[config.mk]
export PLATFORM = sky130hd
export DESIGN_NAME = urt_runtime
export DESIGN_NICKNAME = d
export VERILOG_FILES = /design/src/urt_runtime.v /design/src/urt_fifo.v /design/src/urt_rx.v
export VERILOG_INCLUDE_DIRS = /design/src /design/src/src
export SDC_FILE = /design/constraint.sdc
export NUM_CORES = 1
export LEC_CHECK = 0
export BUFFER_PORTS_ARGS = -buffer_cell sky130_fd_sc_hd__buf_2
export CORE_UTILIZATION = 62
export DETAILED_ROUTE_END_ITERATION = 8
export PLACE_DENSITY = 0.86
export SLEW_MARGIN = 5
export SYNTH_ARGS = -nofsm -noshare
export SYNTH_HDL_FRONTEND = slang
export SYNTH_HIERARCHICAL = 1
export SYNTH_SLANG_ARGS = --single-unit
[constraint.sdc]
create_clock -name aclk -period 6.9 [get_ports aclk]
set_clock_uncertainty 0.15 [all_clocks]
set_input_delay 1.035 -clock aclk [delete_from_list [all_inputs] [get_ports aclk]]
set_output_delay 1.035 -clock aclk [all_outputs]
set_load 0.005 [all_outputs]
[src/urt_defs.vh]
// Constants for the serial port runtime register block.
// Assumes an AXI4-Lite slave with 32-bit words, one register per word.
`ifndef URT_DEFS_VH
`define URT_DEFS_VH

// ----------------------------------------------------------------------
// Register indexes; byte address is four times the index.
// ----------------------------------------------------------------------
`define URT_IDX_DATA    3'h0
`define URT_IDX_ENABLES 3'h1
`define URT_IDX_FIFO    3'h2
`define URT_IDX_LINEFMT 3'h3
`define URT_IDX_LSTAT   3'h5

// ----------------------------------------------------------------------
// Field positions and reset values.
// ----------------------------------------------------------------------
`define URT_FC_ENABLE   0
`define URT_FC_RXCLR    1
`define URT_FC_TXCLR    2
`define URT_LF_DIVSEL   7
`define URT_EN_RST      4'h0
`define URT_LF_RST      8'h00
`define URT_TRIG_RST    2'h0

// ----------------------------------------------------------------------
// Identification codes and timing.
// ----------------------------------------------------------------------
`define URT_ID_NONE     4'h1
`define URT_ID_LINE     4'h6
`define URT_ID_RXDATA   4'h4
`define URT_ID_TIMEOUT  4'hC
`define URT_ID_TXEMPTY  4'h2
`define URT_ID_MODEM    4'h0
`define URT_TOUT_BITS   6'h28
`define URT_RESP_OKAY   2'h0
`define URT_RESP_SLVERR 2'h2

`endif

[src/urt_runtime.v]
// Serial port runtime registers: data, enables, fifo control, identification.
// Assumes an AXI4-Lite master with one read and one write under way at most.
//
// Decided for this implementation: the AXI4-Lite interface to the registers.
`timescale 1ns/1ns
`include "urt_defs.vh"
module urt_runtime
#(
  parameter        ADDR_W     = 5,
  parameter        FIFO_DEPTH = 16,
  parameter        FIFO_AW    = 4,
  parameter [15:0] DIV_RST    = 16'h0001
)
(
  input  wire              aclk,
  input  wire              aresetn,
  input  wire [ADDR_W-1:0] s_axi_awaddr,
  input  wire              s_axi_awvalid,
  output wire              s_axi_awready,
  input  wire [31:0]       s_axi_wdata,
  input  wire [3:0]        s_axi_wstrb,
  input  wire              s_axi_wvalid,
  output wire              s_axi_wready,
  output reg  [1:0]        s_axi_bresp,
  output reg               s_axi_bvalid,
  input  wire              s_axi_bready,
  input  wire [ADDR_W-1:0] s_axi_araddr,
  input  wire              s_axi_arvalid,
  output wire              s_axi_arready,
  output reg  [31:0]       s_axi_rdata,
  output reg  [1:0]        s_axi_rresp,
  output reg               s_axi_rvalid,
  input  wire              s_axi_rready,
  input  wire              rxd,
  output reg               txd,
  input  wire              modem_change,
  output reg               serial_irq
);
  // ----------------------------------------------------------------------
  // Register state.
  // ----------------------------------------------------------------------
  reg  [3:0]         enables_r;
  reg  [7:0]         linefmt_r;
  reg  [15:0]        divisor_r;
  reg                fifos_enable_r;
  reg  [1:0]         trig_sel_r;
  reg                overrun_r;
  reg                frame_r;
  reg                break_r;
  reg                thre_pend_r;
  reg                tx_empty_d_r;
  reg                timeout_r;
  reg  [19:0]        tout_cnt_r;
  reg  [5:0]         tout_bits_r;

  // ----------------------------------------------------------------------
  // Bus channel state.
  // ----------------------------------------------------------------------
  reg                aw_got_r;
  reg                w_got_r;
  reg  [2:0]         waddr_r;
  reg  [7:0]         wdata_r;
  reg                wlane_r;
  reg                rd_pend_r;
  reg  [2:0]         raddr_r;
  reg  [7:0]         ident_snap_r;

  // ----------------------------------------------------------------------
  // Transmit serializer state.
  // ----------------------------------------------------------------------
  reg                tx_busy_r;
  reg  [9:0]         tx_sh_r;
  reg  [3:0]         tx_bits_r;
  reg  [19:0]        tx_cnt_r;

  wire               divsel;
  wire [19:0]        bit_period;
  wire               wr_fire;
  wire               ar_fire;
  wire               wr_data;
  wire               wr_fifo;
  wire               rd_data;
  wire               rd_lstat;
  wire               rd_ident;
  wire               rd_mapped;
  wire               fifo_flush_all;
  wire               rx_flush;
  wire               tx_flush;
  wire [7:0]         rx_head;
  wire [FIFO_AW:0]   rx_count;
  wire [7:0]         tx_head;
  wire [FIFO_AW:0]   tx_count;
  wire [FIFO_AW:0]   slot_limit;
  wire               rx_done;
  wire [7:0]         rx_char;
  wire               rx_ferr;
  wire               rx_brk;
  wire               rx_push;
  wire               rx_overrun;
  wire               tx_push;
  wire               tx_load;
  wire               tx_empty;
  reg  [FIFO_AW:0]   trig_level;
  reg  [3:0]         id_code;
  wire [7:0]         ident;
  wire               src_line;
  wire               src_rxdata;
  wire               src_tout;
  wire               src_thre;
  wire               src_modem;

  assign divsel     = linefmt_r[`URT_LF_DIVSEL];
  assign bit_period = {(divisor_r == 16'h0000) ? 16'h0001 : divisor_r, 4'h0};

  // ----------------------------------------------------------------------
  // Write channel: address and data taken in either order.
  // ----------------------------------------------------------------------
  assign s_axi_awready = !aw_got_r && !s_axi_bvalid;
  assign s_axi_wready  = !w_got_r && !s_axi_bvalid;
  assign wr_fire       = aw_got_r && w_got_r && !s_axi_bvalid;
  assign wr_data       = wr_fire && wlane_r && (waddr_r == `URT_IDX_DATA) && !divsel;
  assign wr_fifo       = wr_fire && wlane_r && (waddr_r == `URT_IDX_FIFO);

  always @(posedge aclk)
  begin
    if (!aresetn)
    begin
      aw_got_r     <= 1'b0;
      w_got_r      <= 1'b0;
      waddr_r      <= 3'h0;
      wdata_r      <= 8'h00;
      wlane_r      <= 1'b0;
      s_axi_bvalid <= 1'b0;
      s_axi_bresp  <= `URT_RESP_OKAY;
    end
    else
    begin
      if (s_axi_awvalid && s_axi_awready)
      begin
        aw_got_r <= 1'b1;
        waddr_r  <= s_axi_awaddr[4:2];
      end
      if (s_axi_wvalid && s_axi_wready)
      begin
        w_got_r <= 1'b1;
        wdata_r <= s_axi_wdata[7:0];
        wlane_r <= s_axi_wstrb[0];
      end
      if (wr_fire)
      begin
        aw_got_r     <= 1'b0;
        w_got_r      <= 1'b0;
        s_axi_bvalid <= 1'b1;
        s_axi_bresp  <= (waddr_r <= `URT_IDX_LINEFMT || waddr_r == `URT_IDX_LSTAT) ?
                        `URT_RESP_OKAY : `URT_RESP_SLVERR;
      end
      else if (s_axi_bready)
        s_axi_bvalid <= 1'b0;
    end
  end

  // ----------------------------------------------------------------------
  // Control registers.
  // ----------------------------------------------------------------------
  assign fifo_flush_all = wr_fifo && !wdata_r[`URT_FC_ENABLE];
  assign rx_flush = fifo_flush_all || (wr_fifo && wdata_r[`URT_FC_RXCLR]);
  assign tx_flush = fifo_flush_all || (wr_fifo && wdata_r[`URT_FC_TXCLR]);

  always @(posedge aclk)
  begin
    if (!aresetn)
    begin
      enables_r      <= `URT_EN_RST;
      linefmt_r      <= `URT_LF_RST;
      divisor_r      <= DIV_RST;
      fifos_enable_r <= 1'b0;
      trig_sel_r     <= `URT_TRIG_RST;
    end
    else if (wr_fire && wlane_r)
    begin
      case (waddr_r)
        `URT_IDX_DATA:
          if (divsel)
            divisor_r[7:0] <= wdata_r;
        `URT_IDX_ENABLES:
          if (divsel)
            divisor_r[15:8] <= wdata_r;
          else
            enables_r <= wdata_r[3:0];
        `URT_IDX_FIFO:
        begin
          fifos_enable_r <= wdata_r[`URT_FC_ENABLE];
          if (wdata_r[`URT_FC_ENABLE])
            trig_sel_r <= wdata_r[7:6];
        end
        `URT_IDX_LINEFMT:
          linefmt_r <= wdata_r;
        default:
          linefmt_r <= linefmt_r;
      endcase
    end
  end

  // ----------------------------------------------------------------------
  // Receive path: shift register into the receive fifo.
  // ----------------------------------------------------------------------
  assign slot_limit = fifos_enable_r ? FIFO_DEPTH[FIFO_AW:0] : {{FIFO_AW{1'b0}}, 1'b1};
  assign rx_overrun = rx_done && (rx_count >= slot_limit);
  assign rx_push    = rx_done && !rx_overrun;
  assign rd_data    = rd_pend_r && (raddr_r == `URT_IDX_DATA) && !divsel;
  assign rd_lstat   = rd_pend_r && (raddr_r == `URT_IDX_LSTAT);
  assign rd_ident   = rd_pend_r && (raddr_r == `URT_IDX_FIFO);

  urt_rx u_rx
  (
    .aclk       (aclk),
    .aresetn    (aresetn),
    .rxd        (rxd),
    .bit_period (bit_period),
    .done       (rx_done),
    .data       (rx_char),
    .frame_err  (rx_ferr),
    .brk        (rx_brk)
  );

  urt_fifo #(.DW(8), .DEPTH(FIFO_DEPTH), .AW(FIFO_AW)) u_rx_fifo
  (
    .aclk    (aclk),
    .aresetn (aresetn),
    .flush   (rx_flush),
    .push    (rx_push),
    .din     (rx_char),
    .pop     (rd_data),
    .dout    (rx_head),
    .count   (rx_count)
  );

  // ----------------------------------------------------------------------
  // Line errors and character timeout; a new line error beats a clear, a clear beats the timeout.
  // ----------------------------------------------------------------------
  always @(posedge aclk)
  begin
    if (!aresetn)
    begin
      overrun_r   <= 1'b0;
      frame_r     <= 1'b0;
      break_r     <= 1'b0;
      timeout_r   <= 1'b0;
      tout_cnt_r  <= 20'h0_0000;
      tout_bits_r <= 6'h00;
    end
    else
    begin
      overrun_r <= rx_overrun || (overrun_r && !rd_lstat);
      frame_r   <= (rx_done && rx_ferr) || (frame_r && !rd_lstat);
      break_r   <= (rx_done && rx_brk) || (break_r && !rd_lstat);
      if (rx_push || rd_data || rx_count == {(FIFO_AW+1){1'b0}} || !fifos_enable_r)
      begin
        tout_cnt_r  <= 20'h0_0000;
        tout_bits_r <= 6'h00;
        timeout_r   <= 1'b0;
      end
      else if (tout_bits_r == `URT_TOUT_BITS)
        timeout_r <= 1'b1;
      else if (tout_cnt_r == bit_period - 20'h0_0001)
      begin
        tout_cnt_r  <= 20'h0_0000;
        tout_bits_r <= tout_bits_r + 6'h01;
      end
      else
        tout_cnt_r <= tout_cnt_r + 20'h0_0001;
    end
  end

  // ----------------------------------------------------------------------
  // Transmit path: fifo into the serializer once it is idle.
  // ----------------------------------------------------------------------
  assign tx_push  = wr_data && (tx_count < slot_limit);
  assign tx_load  = !tx_busy_r && (tx_count != {(FIFO_AW+1){1'b0}});
  assign tx_empty = (tx_count == {(FIFO_AW+1){1'b0}});

  urt_fifo #(.DW(8), .DEPTH(FIFO_DEPTH), .AW(FIFO_AW)) u_tx_fifo
  (
    .aclk    (aclk),
    .aresetn (aresetn),
    .flush   (tx_flush),
    .push    (tx_push),
    .din     (wdata_r),
    .pop     (tx_load),
    .dout    (tx_head),
    .count   (tx_count)
  );

  always @(posedge aclk)
  begin
    if (!aresetn)
    begin
      tx_busy_r <= 1'b0;
      tx_sh_r   <= 10'h3FF;
      tx_bits_r <= 4'h0;
      tx_cnt_r  <= 20'h0_0000;
      txd       <= 1'b1;
    end
    else if (tx_load)
    begin
      tx_busy_r <= 1'b1;
      tx_sh_r   <= {1'b1, tx_head, 1'b0};
      tx_bits_r <= 4'h0;
      tx_cnt_r  <= 20'h0_0000;
    end
    else if (tx_busy_r)
    begin
      txd <= tx_sh_r[0];
      if (tx_cnt_r == bit_period - 20'h0_0001)
      begin
        tx_cnt_r  <= 20'h0_0000;
        tx_sh_r   <= {1'b1, tx_sh_r[9:1]};
        tx_bits_r <= tx_bits_r + 4'h1;
        if (tx_bits_r == 4'h9)
          tx_busy_r <= 1'b0;
      end
      else
        tx_cnt_r <= tx_cnt_r + 20'h0_0001;
    end
    else
      txd <= 1'b1;
  end

  // ----------------------------------------------------------------------
  // Interrupt sources and identification.
  // ----------------------------------------------------------------------
  always @*
  begin
    case (trig_sel_r)
      2'h0:    trig_level = 5'h01;
      2'h1:    trig_level = 5'h04;
      2'h2:    trig_level = 5'h08;
      default: trig_level = 5'h0E;
    endcase
  end

  assign src_line   = enables_r[2] && (overrun_r || frame_r || break_r);
  assign src_rxdata = enables_r[0] && (fifos_enable_r ? (rx_count >= trig_level)
                                       : (rx_count != {(FIFO_AW+1){1'b0}}));
  assign src_tout   = enables_r[0] && fifos_enable_r && timeout_r;
  assign src_thre   = enables_r[1] && thre_pend_r;
  assign src_modem  = enables_r[3] && modem_change;

  always @*
  begin
    if (src_line)
      id_code = `URT_ID_LINE;
    else if (src_rxdata)
      id_code = `URT_ID_RXDATA;
    else if (src_tout)
      id_code = `URT_ID_TIMEOUT;
    else if (src_thre)
      id_code = `URT_ID_TXEMPTY;
    else if (src_modem)
      id_code = `URT_ID_MODEM;
    else
      id_code = `URT_ID_NONE;
  end

  assign ident = {fifos_enable_r, fifos_enable_r, 2'b00, id_code};

  always @(posedge aclk)
  begin
    if (!aresetn)
    begin
      thre_pend_r  <= 1'b0;
      tx_empty_d_r <= 1'b1;
      serial_irq   <= 1'b0;
    end
    else
    begin
      tx_empty_d_r <= tx_empty;
      if (tx_empty && !tx_empty_d_r)
        thre_pend_r <= 1'b1;
      else if (wr_fire && wlane_r && !divsel && waddr_r == `URT_IDX_ENABLES &&
               wdata_r[1] && !enables_r[1] && tx_empty)
        thre_pend_r <= 1'b1;
      else if (wr_data || (rd_ident && ident_snap_r[3:0] == `URT_ID_TXEMPTY))
        thre_pend_r <= 1'b0;
      serial_irq <= (id_code != `URT_ID_NONE);
    end
  end

  // ----------------------------------------------------------------------
  // Read channel: address taken, answer two cycles after the handshake.
  // ----------------------------------------------------------------------
  assign s_axi_arready = !rd_pend_r && !s_axi_rvalid;
  assign ar_fire       = s_axi_arvalid && s_axi_arready;
  assign rd_mapped     = (raddr_r <= `URT_IDX_LINEFMT) || (raddr_r == `URT_IDX_LSTAT);

  always @(posedge aclk)
  begin
    if (!aresetn)
    begin
      rd_pend_r    <= 1'b0;
      raddr_r      <= 3'h0;
      ident_snap_r <= 8'h01;
      s_axi_rvalid <= 1'b0;
      s_axi_rdata  <= 32'h0000_0000;
      s_axi_rresp  <= `URT_RESP_OKAY;
    end
    else
    begin
      if (ar_fire)
      begin
        rd_pend_r    <= 1'b1;
        raddr_r      <= s_axi_araddr[4:2];
        ident_snap_r <= ident;
      end
      if (rd_pend_r)
      begin
        rd_pend_r    <= 1'b0;
        s_axi_rvalid <= 1'b1;
        s_axi_rresp  <= rd_mapped ? `URT_RESP_OKAY : `URT_RESP_SLVERR;
        case (raddr_r)
          `URT_IDX_DATA:
            s_axi_rdata <= {24'h00_0000, divsel ? divisor_r[7:0] : rx_head};
          `URT_IDX_ENABLES:
            s_axi_rdata <= {24'h00_0000, divsel ? divisor_r[15:8]
                                                : {4'h0, enables_r}};
          `URT_IDX_FIFO:
            s_axi_rdata <= {24'h00_0000, ident_snap_r};
          `URT_IDX_LINEFMT:
            s_axi_rdata <= {24'h00_0000, linefmt_r};
          `URT_IDX_LSTAT:
            s_axi_rdata <= {24'h00_0000, 1'b0, tx_empty && !tx_busy_r, tx_empty,
                            break_r, frame_r, 1'b0, overrun_r,
                            rx_count != {(FIFO_AW+1){1'b0}}};
          default:
            s_axi_rdata <= 32'h0000_0000;
        endcase
      end
      else if (s_axi_rready)
        s_axi_rvalid <= 1'b0;
    end
  end
endmodule

[src/urt_fifo.v]
// Character fifo memory with a registered head word.
// Ignores a push when full and a pop when empty.
`timescale 1ns/1ns
module urt_fifo
#(
  parameter DW    = 8,
  parameter DEPTH = 16,
  parameter AW    = 4
)
(
  input  wire          aclk,
  input  wire          aresetn,
  input  wire          flush,
  input  wire          push,
  input  wire [DW-1:0] din,
  input  wire          pop,
  output reg  [DW-1:0] dout,
  output reg  [AW:0]   count
);
  localparam [AW:0] FULL = DEPTH[AW:0];

  reg  [DW-1:0] mem [0:DEPTH-1];
  reg  [AW-1:0] wr_ptr_r;
  reg  [AW-1:0] rd_ptr_r;
  wire          do_push;
  wire          do_pop;
  wire [AW-1:0] rd_ptr_nxt;

  assign do_push    = push && (count != FULL);
  assign do_pop     = pop && (count != {(AW+1){1'b0}});
  assign rd_ptr_nxt = flush ? {AW{1'b0}} : (do_pop ? rd_ptr_r + 1'b1 : rd_ptr_r);

  always @(posedge aclk)
  begin
    if (do_push && !flush)
      mem[wr_ptr_r] <= din;
  end

  always @(posedge aclk)
  begin
    if (!aresetn || flush)
    begin
      wr_ptr_r <= {AW{1'b0}};
      rd_ptr_r <= {AW{1'b0}};
      count    <= {(AW+1){1'b0}};
      dout     <= {DW{1'b0}};
    end
    else
    begin
      rd_ptr_r <= rd_ptr_nxt;
      if (do_push)
        wr_ptr_r <= wr_ptr_r + 1'b1;
      count <= count + {{AW{1'b0}}, do_push} - {{AW{1'b0}}, do_pop};
      if (do_push && (wr_ptr_r == rd_ptr_nxt))
        dout <= din;
      else
        dout <= mem[rd_ptr_nxt];
    end
  end
endmodule

[src/urt_rx.v]
// Receive deserializer: start, eight data bits with bit 0 first, one stop.
// Assumes the line input is synchronous to aclk.
`timescale 1ns/1ns
module urt_rx
(
  input  wire        aclk,
  input  wire        aresetn,
  input  wire        rxd,
  input  wire [19:0] bit_period,
  output reg         done,
  output reg  [7:0]  data,
  output reg         frame_err,
  output reg         brk
);
  localparam [1:0] ST_IDLE  = 2'h0;
  localparam [1:0] ST_START = 2'h1;
  localparam [1:0] ST_DATA  = 2'h2;
  localparam [1:0] ST_STOP  = 2'h3;

  reg [1:0]  st_r;
  reg [19:0] cnt_r;
  reg [2:0]  bits_r;
  reg [7:0]  sh_r;

  always @(posedge aclk)
  begin
    if (!aresetn)
    begin
      st_r      <= ST_IDLE;
      cnt_r     <= 20'h0_0000;
      bits_r    <= 3'h0;
      sh_r      <= 8'h00;
      done      <= 1'b0;
      data      <= 8'h00;
      frame_err <= 1'b0;
      brk       <= 1'b0;
    end
    else
    begin
      done <= 1'b0;
      if (st_r != ST_IDLE && cnt_r != 20'h0_0000)
        cnt_r <= cnt_r - 20'h0_0001;
      else
        case (st_r)
          ST_IDLE:
            if (!rxd)
            begin
              st_r  <= ST_START;
              cnt_r <= bit_period >> 1;
            end
          ST_START:
          begin
            st_r   <= rxd ? ST_IDLE : ST_DATA;
            cnt_r  <= bit_period - 20'h0_0001;
            bits_r <= 3'h0;
          end
          ST_DATA:
          begin
            sh_r   <= {rxd, sh_r[7:1]};
            bits_r <= bits_r + 3'h1;
            cnt_r  <= bit_period - 20'h0_0001;
            if (bits_r == 3'h7)
              st_r <= ST_STOP;
          end
          default:
          begin
            st_r      <= ST_IDLE;
            done      <= 1'b1;
            data      <= sh_r;
            frame_err <= !rxd;
            brk       <= !rxd && (sh_r == 8'h00);
          end
        endcase
    end
  end
endmodule

==> flow_summary.ini <==
[outcome]
status = finished clean

[clocking]
cts.sinks = 476
clkLatencyLatePin_ns = 0.60
post_cts_buffers = 0
clkSlewWorstSetupHoldPaths_ns = 0.06
cts_tree = built
root_buffer = clkbuf_16
cts_max_path_buffers = 3
cts.htree.levels = 2
cts_buffers = 48
holdBufCountCts = 0
ctsResizeCount = 0

[yosys]
synth_top_area_share_pct = 33.7
ys_seq_elements = 476
synth_area_leaders = edfxtp_1 34%, dfxtp_1 19%, mux2i_1 5.3%
ys_warn_count = 6
syn-instance-count = 2192
synth_edf_count = 256
synthFlopType = edfxtp_1
async_flop_share_pct = 0
synth.distinct_cells = 91
yosys.area.top_type = edfxtp_1
ys_seq_area_share_pct = 53.0
syn_area_um2 = 22800
avgSynthCellArea_um2 = 10.4

[power_and_ir_drop]
p_total_mw = 6.81
pwr_density_cell_nw_per_um2 = 276
swShare_pct = 27.5
leakage_nw = 8.86
p_int_mw = 4.94
clkPwrFrac_pct = 37.6
p_switching_mw = 1.87
p_seq_share_pct = 46.4
vdd_drop_max_uv = 262
comb_power_share_pct = 15.9

[worst_hold_path]
hold_depth = 2
min-delay-start = u_rx/bits_r[2]$_SDFFE_PN0P_
hp-class = register to register
worstHoldEndpoint = u_rx/bits_r[2]$_SDFFE_PN0P_

[worst_setup_path]
critPathLaunchType = register
crit_family = simple AND/OR/NAND/NOR gates
crit_slowest_cell = nor4_2
cp_num_cells = 12
r2r_start = divisor_r[5]$_SDFFE_PN0P_
reg2reg_to = tout_cnt_r[17]$_SDFFE_PP0P_
cp-startpoint = divisor_r[5]$_SDFFE_PN0P_
path_cells = nor4_2 -> a41o_1 -> inv_1 -> ha_1 -> xor3_1 -> a2111oi_0 -> and4b_1 -> o2111ai_1 -> nor4_1 -> nand4_1 -> nand2b_1 -> nor2_1
reg2regPathDepth = 12
cp_max_fo = 19
crit_path_max_incr_delay_ns = 0.97
ff2ff_setup_slack_ns = 1.36
end_kind = register
crit_buf_inv = 1
arrival_ns = 5.85
worstSetupPathType = register to register
required_ns = 7.21

[detailed_routing]
first_pass_iters = 6
vias = 16931
drtAntennaViolNets = 0
vias_per_cell = 6.30
avgRoutedWirePerCell_um = 20.4
routed_wirelength_um = 54700
drt_iter0_markers = 2015
drc = 0

[timing]
tightest_slew_ns = 1.27
layout_setup_ws_ns = 1.36
fin_setup_tns_ns = 0
layout_min_cycle_time_ns = 5.54
max_clock_freq_mhz = 180
finalHoldViolations = 0
setup_viol = 0
grt_setup_unrepaired = no
slew_headroom_pct = 14.4
drv_slew = 0
hold_slack_ns = 0.309
min_period_over_period_pct = 80.3

[floorplan]
rows = 69
dieArea_um2 = 37600
coreArea_um2 = 35900
die_y_um = 194
dieWidth_um = 194
ios = 98
start_util_pct = 63.6

[placed_design]
gp_congestion = 0.917
dp_slack_ns = 1.57
port_buffers = 40
dpl.hpwl_um = 35700

[final_layout]
layout_common_cells = 256 x edfxtp_1, 250 x nand2_1, 220 x dfxtp_1, 180 x nor2_1, 120 x mux2i_1
n_fill_cell = 2540
multi_input_area_um2 = 9840
final_common_cell = edfxtp_1
register_area_um2 = 12100
final_nets = 2288
drive_gt1_share_pct = 8.36
syn_to_final_growth_pct = 8.07

[job]
maxCapViolCount = 0

[global_routing]
grt_pass1_vias = 16252
grt_max_degree = 66
antenna_found_initial = 1
gr-total-overflow = 0
grt_pass1_wl_um = 86600
track_usage_pct = 29.0
==> worst max-delay path by stage <==
stage,to,slack (ns)
global route,tout_cnt_r[17]$_SDFFE_PP0P_,0.98
CTS,tout_cnt_r[17]$_SDFFE_PP0P_,1.46
floorplan,tx_cnt_r[11]$_SDFFE_PP0P_,2.48
detailed placement,tout_cnt_r[17]$_SDFFE_PP0P_,1.57
finish,tout_cnt_r[17]$_SDFFE_PP0P_,1.36
global placement,tout_cnt_r[18]$_SDFFE_PP0P_,1.69
==> power groups by stage <==
stage	Combinational [mW]	Clock [mW]	Sequential, mW
finish	1.08	2.56	3.16
global route	1.19	2.70	3.18
detailed placement	1.05	0	3.22
global placement	1.01	0	3.21
CTS	1.06	2.60	3.16
floorplan	0.888	0	3.19
==> synth_stat cells (all sizes together) (30+ instances only) <==
master	n
dfxtp	220
nor3	39
xor2	38
o21ai	72
a21boi	30
inv	65
ha	45
a31oi	33
edfxtp	256
nor2b	42
buf	67
nand3	86
xnor2	67
clkbuf	94
mux2i	122
nand4	30
a21oi	113
nor2	181
nand2	254
==> sequential cells by signal, indices dropped and copies added, names as in the netlist, 6 cells and up <==
signal / count
u_tx_fifo/mem: 128
tout_cnt_r: 20
linefmt_r: 8
u_rx/cnt_r: 20
u_rx_fifo/dout: 8
s_axi_rdata: 8
u_rx/sh_r: 8
u_rx/data: 8
wdata_r: 8
u_tx_fifo/dout: 8
tx_cnt_r: 20
tx_sh_r: 9
u_rx_fifo/mem: 128
tout_bits_r: 6
divisor_r: 16
==> metal layers <==
metal / global-route usage, % / part of all wire [%]
met3: 4.35 / 7.9
met1: 37.6 / 40
met2: 49.0 / 48
met5: 0 / 0
met4: 11.8 / 3.5
==> per-stage QoR <==
step,std cells,instance area [µm²],util (%)
floorplan,2236,23000,-
global placement,2597,23100,64.3
detailed placement,2597,23100,64.3
CTS,2685,24700,68.7
global route,2686,24700,68.7
finish,2686,24700,68.7
==> cell type report <==
class / count / share of cell area [%]
Clock buffer: 73 / 5.76
Multi-Input combinational cell: 1534 / 39.9
Sequential cell: 476 / 49.0
Timing Repair Buffer: 61 / 1.45
Inverter: 65 / 0.989
Clock inverter: 15 / 0.593
Tap cell: 461 / 2.34
Antenna cell: 1 / 0.0101
==> cells by family (layout without fill, tap and decap cells) <==
kind of cell / count (synthesis) / in the layout / synth area share, %
compound gates: 421 / 421 / 12.6
xor+xnor: 106 / 106 / 4.13
fa+ha+maj: 47 / 47 / 2.64
buf+inv: 226 / 214 / 4.81
flops: 476 / 476 / 53.0
mux: 134 / 134 / 5.96
other cells: 1 / 46 / 0.0164
simple gates: 781 / 781 / 16.9
==> worst reg2reg max path, stage by stage, from the launching register on <==
cell and delay, ns:
dfxtp_1 0.51, nor4_2 0.97, a41o_1 0.52, inv_1 0.09, ha_1 0.26, xor3_1 0.19, a2111oi_0 0.50, and4b_1 0.29
o2111ai_1 0.14, nor4_1 0.58, nand4_1 0.42, nand2b_1 0.65, nor2_1 0.12
Power figures use the tool's default switching activity.
